### src/hw/awc_pkg.sv
// awc_pkg: register addresses, reset values, field positions and channel codes
package awc_pkg;
	// special function register addresses
	localparam logic [7:0] ADDR_POS_INPUT_SEL = 8'hbb;
	localparam logic [7:0] ADDR_GT_LOW        = 8'hc3;
	localparam logic [7:0] ADDR_GT_HIGH       = 8'hc4;
	localparam logic [7:0] ADDR_LT_LOW        = 8'hc5;
	localparam logic [7:0] ADDR_LT_HIGH       = 8'hc6;
	localparam logic [7:0] ADDR_RESULT_LOW    = 8'hbd;
	localparam logic [7:0] ADDR_RESULT_HIGH   = 8'hbe;
	localparam logic [7:0] ADDR_WIN_CTRL      = 8'hbf;
	localparam logic [7:0] ADDR_REF_CTRL      = 8'hd1;
	// reset values
	localparam logic [7:0] RST_GT      = 8'hff;
	localparam logic [7:0] RST_LT      = 8'h00;
	localparam logic [4:0] RST_CHANNEL = 5'h1f;
	localparam logic [7:0] RST_REF     = 8'h10;
	// field positions
	localparam int CHAN_W       = 5;
	localparam int RES_W        = 10;
	localparam int WIN_FLAG_BIT = 0;
	localparam int WIN_MODE_BIT = 1;
	localparam int JUST_BIT     = 2;
	localparam int TEMP_EN_BIT  = 2;
	localparam logic [7:0] REF_WMASK = 8'h3e;
	// channel codes
	localparam logic [4:0] CH_PORT1_FIRST = 5'h08;
	localparam logic [4:0] CH_TEMP        = 5'h10;
	localparam logic [4:0] CH_REGULATOR   = 5'h11;
	localparam logic [4:0] CH_SUPPLY      = 5'h12;
	localparam logic [4:0] CH_GROUND      = 5'h13;
	// decoded source of the positive input
	typedef enum logic [2:0] {
		SRC_PORT0, SRC_PORT1, SRC_TEMP, SRC_REG, SRC_SUPPLY, SRC_GROUND, SRC_NONE
	} awc_src_t;
endpackage : awc_pkg

### src/hw/awc_top.sv
// awc_top: window comparator, limits, channel select and sensor gating
`timescale 1ns/1ns
`default_nettype none
////////////////////////////////////////////////////////////////////////////////
// Summary of operation
// less-than low byte at c5, reset zero
// less-than high byte at c6, reset zero
// greater-than low byte at c3, reset ones
// compare result and limits as unsigned
// inside mode: gt < word < lt
// outside mode: word < gt or > lt
// left-justified words compare the same way
// 5-bit channel at bb, upper bits zero
// codes 0-15 pick port 0/1 pins
// temp, regulator, supply, ground, else none
// sensor gated by reference enable bit
// software selects sensor before converting it
// software sets used pins analog mode
// software skips used pins in crossbar
// software does one-point offset calibration
// one compare per conversion, sticky flag
module awc_top
	import awc_pkg::*;
(
	// clock, reset, enable
	input  wire  logic              clk,
	input  wire  logic              rstn,
	input  wire  logic              ce,
	// special function register port
	input  wire  logic [7:0]        sfr_addr,
	input  wire  logic              sfr_wr,
	input  wire  logic              sfr_rd,
	input  wire  logic [7:0]        sfr_wdata,
	output logic       [7:0]        sfr_rdata,
	// converter core result
	input  wire  logic              conv_done,
	input  wire  logic [RES_W-1:0]  conv_data,
	// analog multiplexer control
	output logic       [CHAN_W-1:0] positive_channel_code,
	output logic                    mux_port0_sel,
	output logic                    mux_port1_sel,
	output logic       [2:0]        mux_pin_sel,
	output logic                    mux_temp_sel,
	output logic                    mux_reg_sel,
	output logic                    mux_supply_sel,
	output logic                    mux_ground_sel,
	output logic                    mux_none_sel,
	// sensor and status
	output logic                    temp_sensor_enable,
	output logic                    window_compare_flag
);
	////////////////////////////////////////////////////////////////////////////
	// decoding functions

	// maps a channel code to its source
	function automatic awc_src_t chan_src(input logic [CHAN_W-1:0] code);
		if (code < CH_PORT1_FIRST) begin
			chan_src = SRC_PORT0;
		end else if (code < CH_TEMP) begin
			chan_src = SRC_PORT1;  // 16-pin parts treat the top four as reserved
		end else begin
			case (code)
				CH_TEMP:      chan_src = SRC_TEMP;
				CH_REGULATOR: chan_src = SRC_REG;
				CH_SUPPLY:    chan_src = SRC_SUPPLY;
				CH_GROUND:    chan_src = SRC_GROUND;
				default:      chan_src = SRC_NONE;
			endcase
		end
	endfunction : chan_src

	// justifies a raw result into a 16-bit word
	function automatic logic [15:0] justify(input logic [RES_W-1:0] d, input logic left);
		if (left) begin
			justify = {d, 6'h00};
		end else begin
			justify = {6'h00, d};
		end
	endfunction : justify

	////////////////////////////////////////////////////////////////////////////
	// state

	typedef struct packed {
		logic [CHAN_W-1:0] chan;    // positive input code
		logic [7:0]        refc;    // reference control copy
		logic [15:0]       result;  // last justified result
		logic              flag;    // sticky window flag
		logic              mode;    // 1 outside window, 0 inside
		logic              left;    // left justification
	} awc_st_t;

	awc_st_t     st_q;          // registered state
	awc_st_t     st_d;          // next state
	logic [15:0] gt_limit;      // greater-than pair
	logic [15:0] lt_limit;      // less-than pair
	logic [15:0] new_word;      // justified incoming result
	logic        win_hit;       // comparison outcome
	logic        wr_ctrl;       // software write to control
	awc_src_t    src;           // decoded source
	logic        cdone_s1_q;    // completion synchroniser, first stage
	logic        cdone_s2_q;    // completion synchroniser, second stage
	logic        cdone_s3_q;    // delayed copy for edge detect
	logic [RES_W-1:0] cdat_s1_q;  // result synchroniser stages
	logic [RES_W-1:0] cdat_s2_q;
	logic        conv_evt;      // one pulse per conversion

	////////////////////////////////////////////////////////////////////////////
	// analog-side inputs pass two flops; data is stable once done rises

	always_ff @(posedge clk or negedge rstn) begin
		if (!rstn) begin
			cdone_s1_q <= 1'b0;
			cdone_s2_q <= 1'b0;
			cdone_s3_q <= 1'b0;
			cdat_s1_q  <= '0;
			cdat_s2_q  <= '0;
		end else if (ce) begin
			cdone_s1_q <= conv_done;
			cdone_s2_q <= cdone_s1_q;
			cdone_s3_q <= cdone_s2_q;
			cdat_s1_q  <= conv_data;
			cdat_s2_q  <= cdat_s1_q;
		end
	end

	// rising edge gives exactly one evaluation per conversion
	assign conv_evt = cdone_s2_q & ~cdone_s3_q;

	////////////////////////////////////////////////////////////////////////////
	// limit registers

	awc_limit_reg #(.RST_BYTE(RST_GT)) u_gt (
		.clk     (clk),
		.rstn    (rstn),
		.ce      (ce),
		.wr_low  (sfr_wr && sfr_addr == ADDR_GT_LOW),
		.wr_high (sfr_wr && sfr_addr == ADDR_GT_HIGH),
		.wdata   (sfr_wdata),
		.value   (gt_limit)
	);

	awc_limit_reg #(.RST_BYTE(RST_LT)) u_lt (
		.clk     (clk),
		.rstn    (rstn),
		.ce      (ce),
		.wr_low  (sfr_wr && sfr_addr == ADDR_LT_LOW),
		.wr_high (sfr_wr && sfr_addr == ADDR_LT_HIGH),
		.wdata   (sfr_wdata),
		.value   (lt_limit)
	);

	////////////////////////////////////////////////////////////////////////////
	// comparison on unsigned 16-bit words, using limits live at the result

	assign new_word = justify(cdat_s2_q, st_q.left);

	always_comb begin
		if (st_q.mode) begin
			win_hit = (new_word < gt_limit) || (new_word > lt_limit);
		end else begin
			win_hit = (new_word > gt_limit) && (new_word < lt_limit);
		end
	end

	assign wr_ctrl = sfr_wr && sfr_addr == ADDR_WIN_CTRL;

	////////////////////////////////////////////////////////////////////////////
	// next-state logic

	always_comb begin
		st_d = st_q;
		if (sfr_wr) begin
			case (sfr_addr)
				ADDR_POS_INPUT_SEL: st_d.chan = sfr_wdata[CHAN_W-1:0];
				ADDR_REF_CTRL:      st_d.refc = sfr_wdata & REF_WMASK;
				ADDR_WIN_CTRL: begin
					st_d.mode = sfr_wdata[WIN_MODE_BIT];
					st_d.left = sfr_wdata[JUST_BIT];
					// only a written zero clears the flag
					if (!sfr_wdata[WIN_FLAG_BIT]) begin
						st_d.flag = 1'b0;
					end
				end
				default: ;  // other addresses belong to other blocks
			endcase
		end
		if (conv_evt) begin
			st_d.result = new_word;
			// a hit in the clearing cycle wins over the clear
			if (win_hit) begin
				st_d.flag = 1'b1;
			end
		end
	end

	// state register with clock enable
	always_ff @(posedge clk or negedge rstn) begin
		if (!rstn) begin
			st_q <= '{chan: RST_CHANNEL, refc: RST_REF, result: 16'h0000,
				flag: 1'b0, mode: 1'b0, left: 1'b0};
		end else if (ce) begin
			st_q <= st_d;
		end
	end

	////////////////////////////////////////////////////////////////////////////
	// read data, registered; unmapped addresses read zero

	logic [7:0] rdata_q;  // read data register

	always_ff @(posedge clk or negedge rstn) begin
		if (!rstn) begin
			rdata_q <= 8'h00;
		end else if (ce && sfr_rd) begin
			case (sfr_addr)
				ADDR_POS_INPUT_SEL: rdata_q <= {3'h0, st_q.chan};
				ADDR_GT_LOW:        rdata_q <= gt_limit[7:0];
				ADDR_GT_HIGH:       rdata_q <= gt_limit[15:8];
				ADDR_LT_LOW:        rdata_q <= lt_limit[7:0];
				ADDR_LT_HIGH:       rdata_q <= lt_limit[15:8];
				ADDR_RESULT_LOW:    rdata_q <= st_q.result[7:0];
				ADDR_RESULT_HIGH:   rdata_q <= st_q.result[15:8];
				ADDR_WIN_CTRL:      rdata_q <= {5'h00, st_q.left, st_q.mode, st_q.flag};
				ADDR_REF_CTRL:      rdata_q <= st_q.refc;
				default:            rdata_q <= 8'h00;
			endcase
		end
	end

	assign sfr_rdata = rdata_q;

	////////////////////////////////////////////////////////////////////////////
	// multiplexer control from the registered code

	assign src                   = chan_src(st_q.chan);
	assign positive_channel_code = st_q.chan;
	assign mux_port0_sel         = (src == SRC_PORT0);
	assign mux_port1_sel         = (src == SRC_PORT1);
	assign mux_pin_sel           = st_q.chan[2:0];
	assign mux_temp_sel          = (src == SRC_TEMP);
	assign mux_reg_sel           = (src == SRC_REG);
	assign mux_supply_sel        = (src == SRC_SUPPLY);
	assign mux_ground_sel        = (src == SRC_GROUND);
	assign mux_none_sel          = (src == SRC_NONE);
	// sensor powered only by its enable bit; disabled it floats
	assign temp_sensor_enable    = st_q.refc[TEMP_EN_BIT];
	assign window_compare_flag   = st_q.flag;
endmodule : awc_top
`default_nettype wire

### src/hw/awc_limit_reg.sv
// awc_limit_reg: one 16-bit limit pair with byte-wide software writes
`timescale 1ns/1ns
`default_nettype none
module awc_limit_reg
	import awc_pkg::*;
#(
	parameter logic [7:0] RST_BYTE = 8'h00
)(
	// clock and reset
	input  wire  logic        clk,
	input  wire  logic        rstn,
	input  wire  logic        ce,
	// byte writes
	input  wire  logic        wr_low,
	input  wire  logic        wr_high,
	input  wire  logic [7:0]  wdata,
	// stored value, from a register
	output logic       [15:0] value
);
	typedef struct packed {
		logic [15:0] val;
	} awc_lim_st_t;

	awc_lim_st_t st_q;  // stored pair
	awc_lim_st_t st_d;  // next pair

	// byte lanes update independently so software may write either half first
	always_comb begin
		st_d = st_q;
		if (wr_low) begin
			st_d.val[7:0] = wdata;
		end
		if (wr_high) begin
			st_d.val[15:8] = wdata;
		end
	end

	// register with clock enable
	always_ff @(posedge clk or negedge rstn) begin
		if (!rstn) begin
			st_q <= '{val: {RST_BYTE, RST_BYTE}};
		end else if (ce) begin
			st_q <= st_d;
		end
	end

	assign value = st_q.val;
endmodule : awc_limit_reg
`default_nettype wire

### config.mk
export PLATFORM = sky130hd
export DESIGN_NAME = awc_top
export DESIGN_NICKNAME = d
export VERILOG_FILES = /design/src/hw/awc_pkg.sv /design/src/hw/awc_top.sv /design/src/hw/awc_limit_reg.sv
export SDC_FILE = /design/constraint.sdc
export NUM_CORES = 1
export LEC_CHECK = 0
export BUFFER_PORTS_ARGS = -buffer_cell sky130_fd_sc_hd__buf_2
export CAP_MARGIN = 10
export CORE_MARGIN = 8
export CORE_UTILIZATION = 35
export DETAILED_ROUTE_END_ITERATION = 16
export PLACE_DENSITY = 0.5
export SLEW_MARGIN = 20
export SYNTH_ARGS = -nofsm -noshare
export SYNTH_HDL_FRONTEND = slang
export SYNTH_SLANG_ARGS = --single-unit
### constraint.sdc
create_clock -name clk -period 5.2 [get_ports clk]
set_input_delay 0 -clock clk [delete_from_list [all_inputs] [get_ports clk]]
set_output_delay 0 -clock clk [all_outputs]
set_load 0.005 [all_outputs]
=== Yosys cells after proc, flatten, opt, wreduce, memory -nomap -nowiden ===
Cells that the tools add are included.

* Output and inout port bits: 25
* Logic and storage cells: 70
* Bits of input ports: 32
* Register bits: 92

* Eq/ne operators: 19
* Reductions and logical operators: 16
* Bitwise gates (word level): 2
* Order comparisons: 6
* Muxes and demuxes: 11

{| class="wikitable"
|+ Operator list
! kind !! number
|-
| 8-bit == test, second input constant || 9
|-
| 8-bit one-hot mux with 9 select lines || 1
|-
| 16-bit greater-than comparator || 2
|-
| 16-bit < comparator || 2
|-
| 5-bit == test, second input constant || 4
|-
| 16-bit two-way mux || 1
|-
| 3-bit two-way mux || 4
|-
| 3-bit one-hot mux with 4 select lines || 1
|-
| 2-bit AND reduction || 5
|-
| 3-bit == test, second input constant || 3
|-
| 3-bit AND reduction || 3
|-
| 3-bit by 2-bit == test with 1-bit output, second input constant || 2
|-
| 1-bit logical AND || 6
|-
| 5-bit by 4-bit < comparator with 1-bit output, second input constant || 1
|-
| 5-bit < comparator, second input constant || 1
|-
| 1-bit two-way mux || 4
|-
| 3-bit by 1-bit == test with 1-bit output, second input constant || 1
|-
| 3-bit logical NOT || 1
|-
| 1-bit bitwise AND || 1
|-
| 1-bit logical OR || 1
|-
| 1-bit NOT || 1
|}

=== Depth between registers and ports, before layout ===
* Word-level depth: 6
* Depth in mapped cells: 10
* Gate-level depth less buffers: 8

=== Cells and area by module ===
Synthesis repeated with hierarchy kept, for this count alone.

* Cell total of the unflattened synthesis: 445
* Area total of the unflattened synthesis: 5076.1 sq um

{| class="wikitable"
|+ By module, submodules not included
! module !! instances !! sequential area each (sq um) !! area each (sq um) !! cells an instance
|-
| awc_top || 1 || 1508.9 || 3870.0 || 377
|-
| awc_limit_reg at u_gt || 1 || 420.4 || 613.1 || 34
|-
| awc_limit_reg at u_lt || 1 || 400.4 || 593.1 || 34
|}

=== Worst setup path before layout ===
No wires, ideal clock.

* Kind: register to register
* Start point: reg st_q[0] (netlist name)
* End point: reg st_q (netlist bit window_compare_flag)
* Required time: 5.096 ns
* Clock period less this slack: 2.384 ns
* Arrival: 2.280 ns
* Setup time: 0.104 ns
* Cell stages (with the launch flop): 11
* Path buffers: 2
* Path slack: 2.816 ns
* Cells stage by stage: dfrtp_1 -> buf_2 -> clkbuf_1 -> and2_1 -> ha_1 -> nand4_1 -> nor3_1 -> nand2_1 -> o311a_1 -> o21a_1 -> o311ai_1

* Word-level cells in the longest chain between the ends: 6
* Elaborated cells between the ends (all ways): 10
* Classes of those cells: order compare (4); mux (4); reduce/logical (2)

{| class="wikitable"
|+ Ends and longest elaborated chain
! item !! RTL line !! source
|-
| from (decl) || awc_top.sv:93 || <nowiki>awc_st_t st_q;</nowiki>
|-
| from (signal assigned) || awc_top.sv:200 || <nowiki>st_q <= '{chan: RST_CHANNEL, refc: RST_REF, result: 16'h0000,</nowiki>
|-
| from (signal assigned) || awc_top.sv:203 || <nowiki>st_q <= st_d;</nowiki>
|-
| 16-bit two-way mux * || awc_top.sv:74 || <nowiki>if (left) begin</nowiki>
|-
| net new_word[14] || awc_top.sv:97 || <nowiki>logic [15:0] new_word;</nowiki>
|-
| 16-bit greater-than comparator, or another cell as far along || awc_top.sv:162 || <nowiki>win_hit = (new_word > gt_limit) && (new_word < lt_limit);</nowiki>
|-
| 1-bit logical AND / 1-bit logical OR (equally long branches) || awc_top.sv:162, awc_top.sv:160 ||
|-
| 1-bit two-way mux * || awc_top.sv:159 || <nowiki>if (st_q.mode) begin</nowiki>
|-
| 1-bit two-way mux * || awc_top.sv:191 || <nowiki>if (win_hit) begin</nowiki>
|-
| 1-bit two-way mux * || awc_top.sv:188 || <nowiki>if (conv_evt) begin</nowiki>
|}

The timed path passes the listed nets; every way through them passes the cells marked *.
A chain may end at the register's enable or synchronous reset.

=== Worst setup path in the final report ===
Same ends and word-level chain as after synthesis.

==> flow_summary_export.csv <==
group,metric,value,unit
status,status,"finished, final reports clean",
floorplanning,ios,57,
cts,cts_buffers,9,
setup_path,ff2ff_setup_slack,2360,ps
synth,ys_async_sr_fraction,1.00,
setup_path,cp-start-kind,"flop",
synth,synth-edff-count,0,
timing,tightestPinTransition,1060,ps
cts,cts_sinks,92,
cells_and_area,fillerInstances,1344,
synth,syn_avg_cell_area,10.6,sq um
setup_path,cp_max_fo,22,
floorplanning,start_util,0.361,
drt,drt_iter0_markers,350,
placement,place_inst,687,
setup_path,arrival,3030,ps
cells_and_area,drive_gt1_frac,0.317,
floorplanning,fp-row-count,43,
drt,drtPass1Iterations,4,
grt,grt_max_degree,71,
cells_and_area,fin_cells,723,
cells_and_area,syn2layout_area_growth,18.3,%
synth,synth.cell_area,0.00503,sq mm
cts,clk_latency,350,ps
grt,busiest_layer,"met2",
drt,vias,3767,
min_path,hp-class,"in -> async",
cells_and_area,nets,598,
setup_path,worstPathRequired,5390,ps
grt,overflow,0,
power_and_ir_drop,ir_drop,0.201,mV
cts,tritoncts,"built",
cts,htree_levels,3,
drt,avgRoutedWirePerCell,18.8,microns
drt,finalWirelength,13600,microns
timing,setup_viol,0,
floorplanning,core,0.0139,sq mm
timing,fmax,352,MHz
cells_and_area,multi_input_area,0.00244,sq mm
placement,place_congestion,0.820,
timing,slew_headroom,0.288,
cts,cts_buffer_depth,2,
synth,synth_top_flop_cell,"dfrtp_1",
cells_and_area,regArea,0.00233,sq mm
power_and_ir_drop,power,1.85,mW
synth,ys_ff_latch,92,
timing,tns,0,ps
power_and_ir_drop,p_leak,2.68,nW
grt,antenna_found_initial,0,
placement,numPortBuffers,56,
floorplanning,die_h,136,microns
power_and_ir_drop,pwr_density_cell,312,mW/mm^2
cells_and_area,antennaDiodeCount,0,
floorplanning,dieArea,0.0185,sq mm
synth,ys_types,51,
timing,finClkSkew,6.26,ps
timing,finalMaxSlewViolations,0,
grt,grt_pass1_wl,21500,microns
job,drv_cap,0,
synth,yosysWarnings,0,
setup_path,critical_path_class,"reg -> reg",
grt,grtUsageMet2,0.230,
setup_path,setup.worst_path.end_class,"flop",
floorplanning,fp.dieW,136,microns
synth,synth_seq_area_share,0.464,
drt,postRouteAntennaNets,0,
grt,grtUsageTotal,0.154,
placement,hpwl,10300,microns
grt,met3_usage,0.0373,
synth,synth_cells,475,
timing,post-route-period-util,0.546,
drt,post-route-drc-count,0,
grt,grt_pass1_vias,3717,
cts,clock-root-buffer,"clkbuf_16",
grt,met1_usage,0.215,
cts,cts_setup_buffers,0,
synth,synth_nets,535,
timing,hold_viol,0,
timing,rsz0062_at_grt,"false",
cts,ctsResizeCount,0,
cts,clk_pin_slew,70,ps
drt,viasPerCell,5.21,
timing,period_needed,2840,ps
[cells in the mapped netlist (3+ instances only)]
cell type	number	share of area
a211oi_1	4	0.0060
a21oi_1	14	0.014
a221oi_1	7	0.012
a22oi_1	17	0.025
and2_1	7	0.0087
buf_1	4	0.0030
buf_2	7	0.0070
buf_4	8	0.012
clkbuf_1	8	0.0060
dfrtp_1	70	0.35
dfstp_2	22	0.12
ha_1	28	0.070
inv_1	32	0.024
mux2_2	66	0.15
mux2i_1	3	0.0060
nand2_1	42	0.031
nand2b_1	4	0.0050
nand3_1	5	0.0050
nand4_1	6	0.0075
nor2_1	21	0.016
nor2b_1	11	0.014
nor3_1	10	0.010
o21ai_0	38	0.038
o22ai_1	8	0.010
[final cells by class]
type                            count  share of cell area
Clock buffer                        9              0.0379
Clock inverter                      7              0.0164
Inverter                           32              0.0202
Multi-Input combinational cell    324               0.411
Sequential cell                    92               0.392
Tap cell                          180              0.0379
Timing Repair Buffer               79              0.0850
[worst paths after layout]
check,endpoint,depth (start not counted),start
max in group asynchronous,st_q[17],3,rstn
min in group clk,sfr_rdata[3],3,sfr_rd
worst max-delay path,window_compare_flag,8,st_q[0]
worst min register to register,sfr_rdata[6],2,sfr_rdata[6]
worst min-delay path,sfr_rdata[7],2,rstn
worst max register to register,window_compare_flag,8,st_q[0]
[placed cells by master, fill, tap and decap left out, types with 2 or more instances in the layout]
cell type,synthesis,routed
a211oi_1,4,4
a21o_1,2,2
a21oi_1,14,14
a221oi_1,7,7
a22oi_1,17,17
a31oi_1,2,2
and2_1,7,7
buf_2,7,55
buf_4,8,4
bufinv_16,0,2
clkbuf_16,0,9
clkinv_2,0,2
dfrtp_1,70,70
dfstp_2,22,22
dlygate4sd3_1,0,20
ha_1,28,28
inv_1,32,32
mux2_2,66,66
mux2i_1,3,3
nand2_1,42,42
nand2b_1,4,4
nand3_1,5,5
nand4_1,6,6
nor2_1,21,21
nor2b_1,11,10
nor3_1,10,10
o21ai_0,38,38
o22ai_1,8,8
o32ai_1,2,2
or2_2,2,2
xnor2_1,2,2
[sequential cells by signal, summed over array words and instances (netlist names), 5 cells and up]
name	cells
u_lt.value	16
u_gt.value	16
sfr_rdata	8
cdat_s2_q	10
cdat_s1_q	10
positive_channel_code	5
st_q	22
[routing by layer]
layer  part of all wire  vias up
met5                  0        -
met4              0.010        0
met3              0.065       12
met2               0.44       96
met1               0.48     1835
li1                   -     1824
[through the flow]
stage | hold WS (ps) | cell area, sq um | setup WS [ps] | utilization
finish | 78.8 | 5950 | 2360 | 0.427
global route | 105 | 5950 | 2190 | 0.427
CTS | 87.9 | 5950 | 2380 | 0.427
detailed placement | -83.8 | 5420 | 2420 | 0.389
global placement | -89.8 | 5420 | 2480 | 0.389
floorplan | -296 | 5030 | 2820 | -
[where the power goes]
part / leakage (nW) / internal (mW) / switching (mW) / total (mW)
Clock: 0.158 / 0.425 / 0.296 / 0.720
Sequential: 1.06 / 0.797 / 0.0588 / 0.856
Combinational: 1.47 / 0.133 / 0.143 / 0.277
[kinds of logic after synthesis]
group / after synthesis / synth area share
AOI/OAI and AO/OA: 101 / 0.126
xor gates and xnor gates: 3 / 0.00523
adders and majority gates: 28 / 0.0697
buffers and inverters: 59 / 0.0518
DFF: 92 / 0.464
muxes: 69 / 0.154
and+or+nand+nor: 123 / 0.130
[what timing repair did]
| action | 4_1_cts | 5_1_grt |
|---|---|---|
| endpoints found under the setup margin | 0 | 0 |
| hold endpoints to repair | 60 | 0 |
| hold buffers | 20 | 0 |
[worst max-delay path, stage by stage, from the launching register on]
cell       delay (ps)
dfrtp_1           740
mux2_2            440
ha_1              300
a21oi_1           140
o21ai_0            90
a2111oi_0         470
o311a_1           270
o21a_1            130
o311ai_1           80
(Power assumes the default switching activity.)
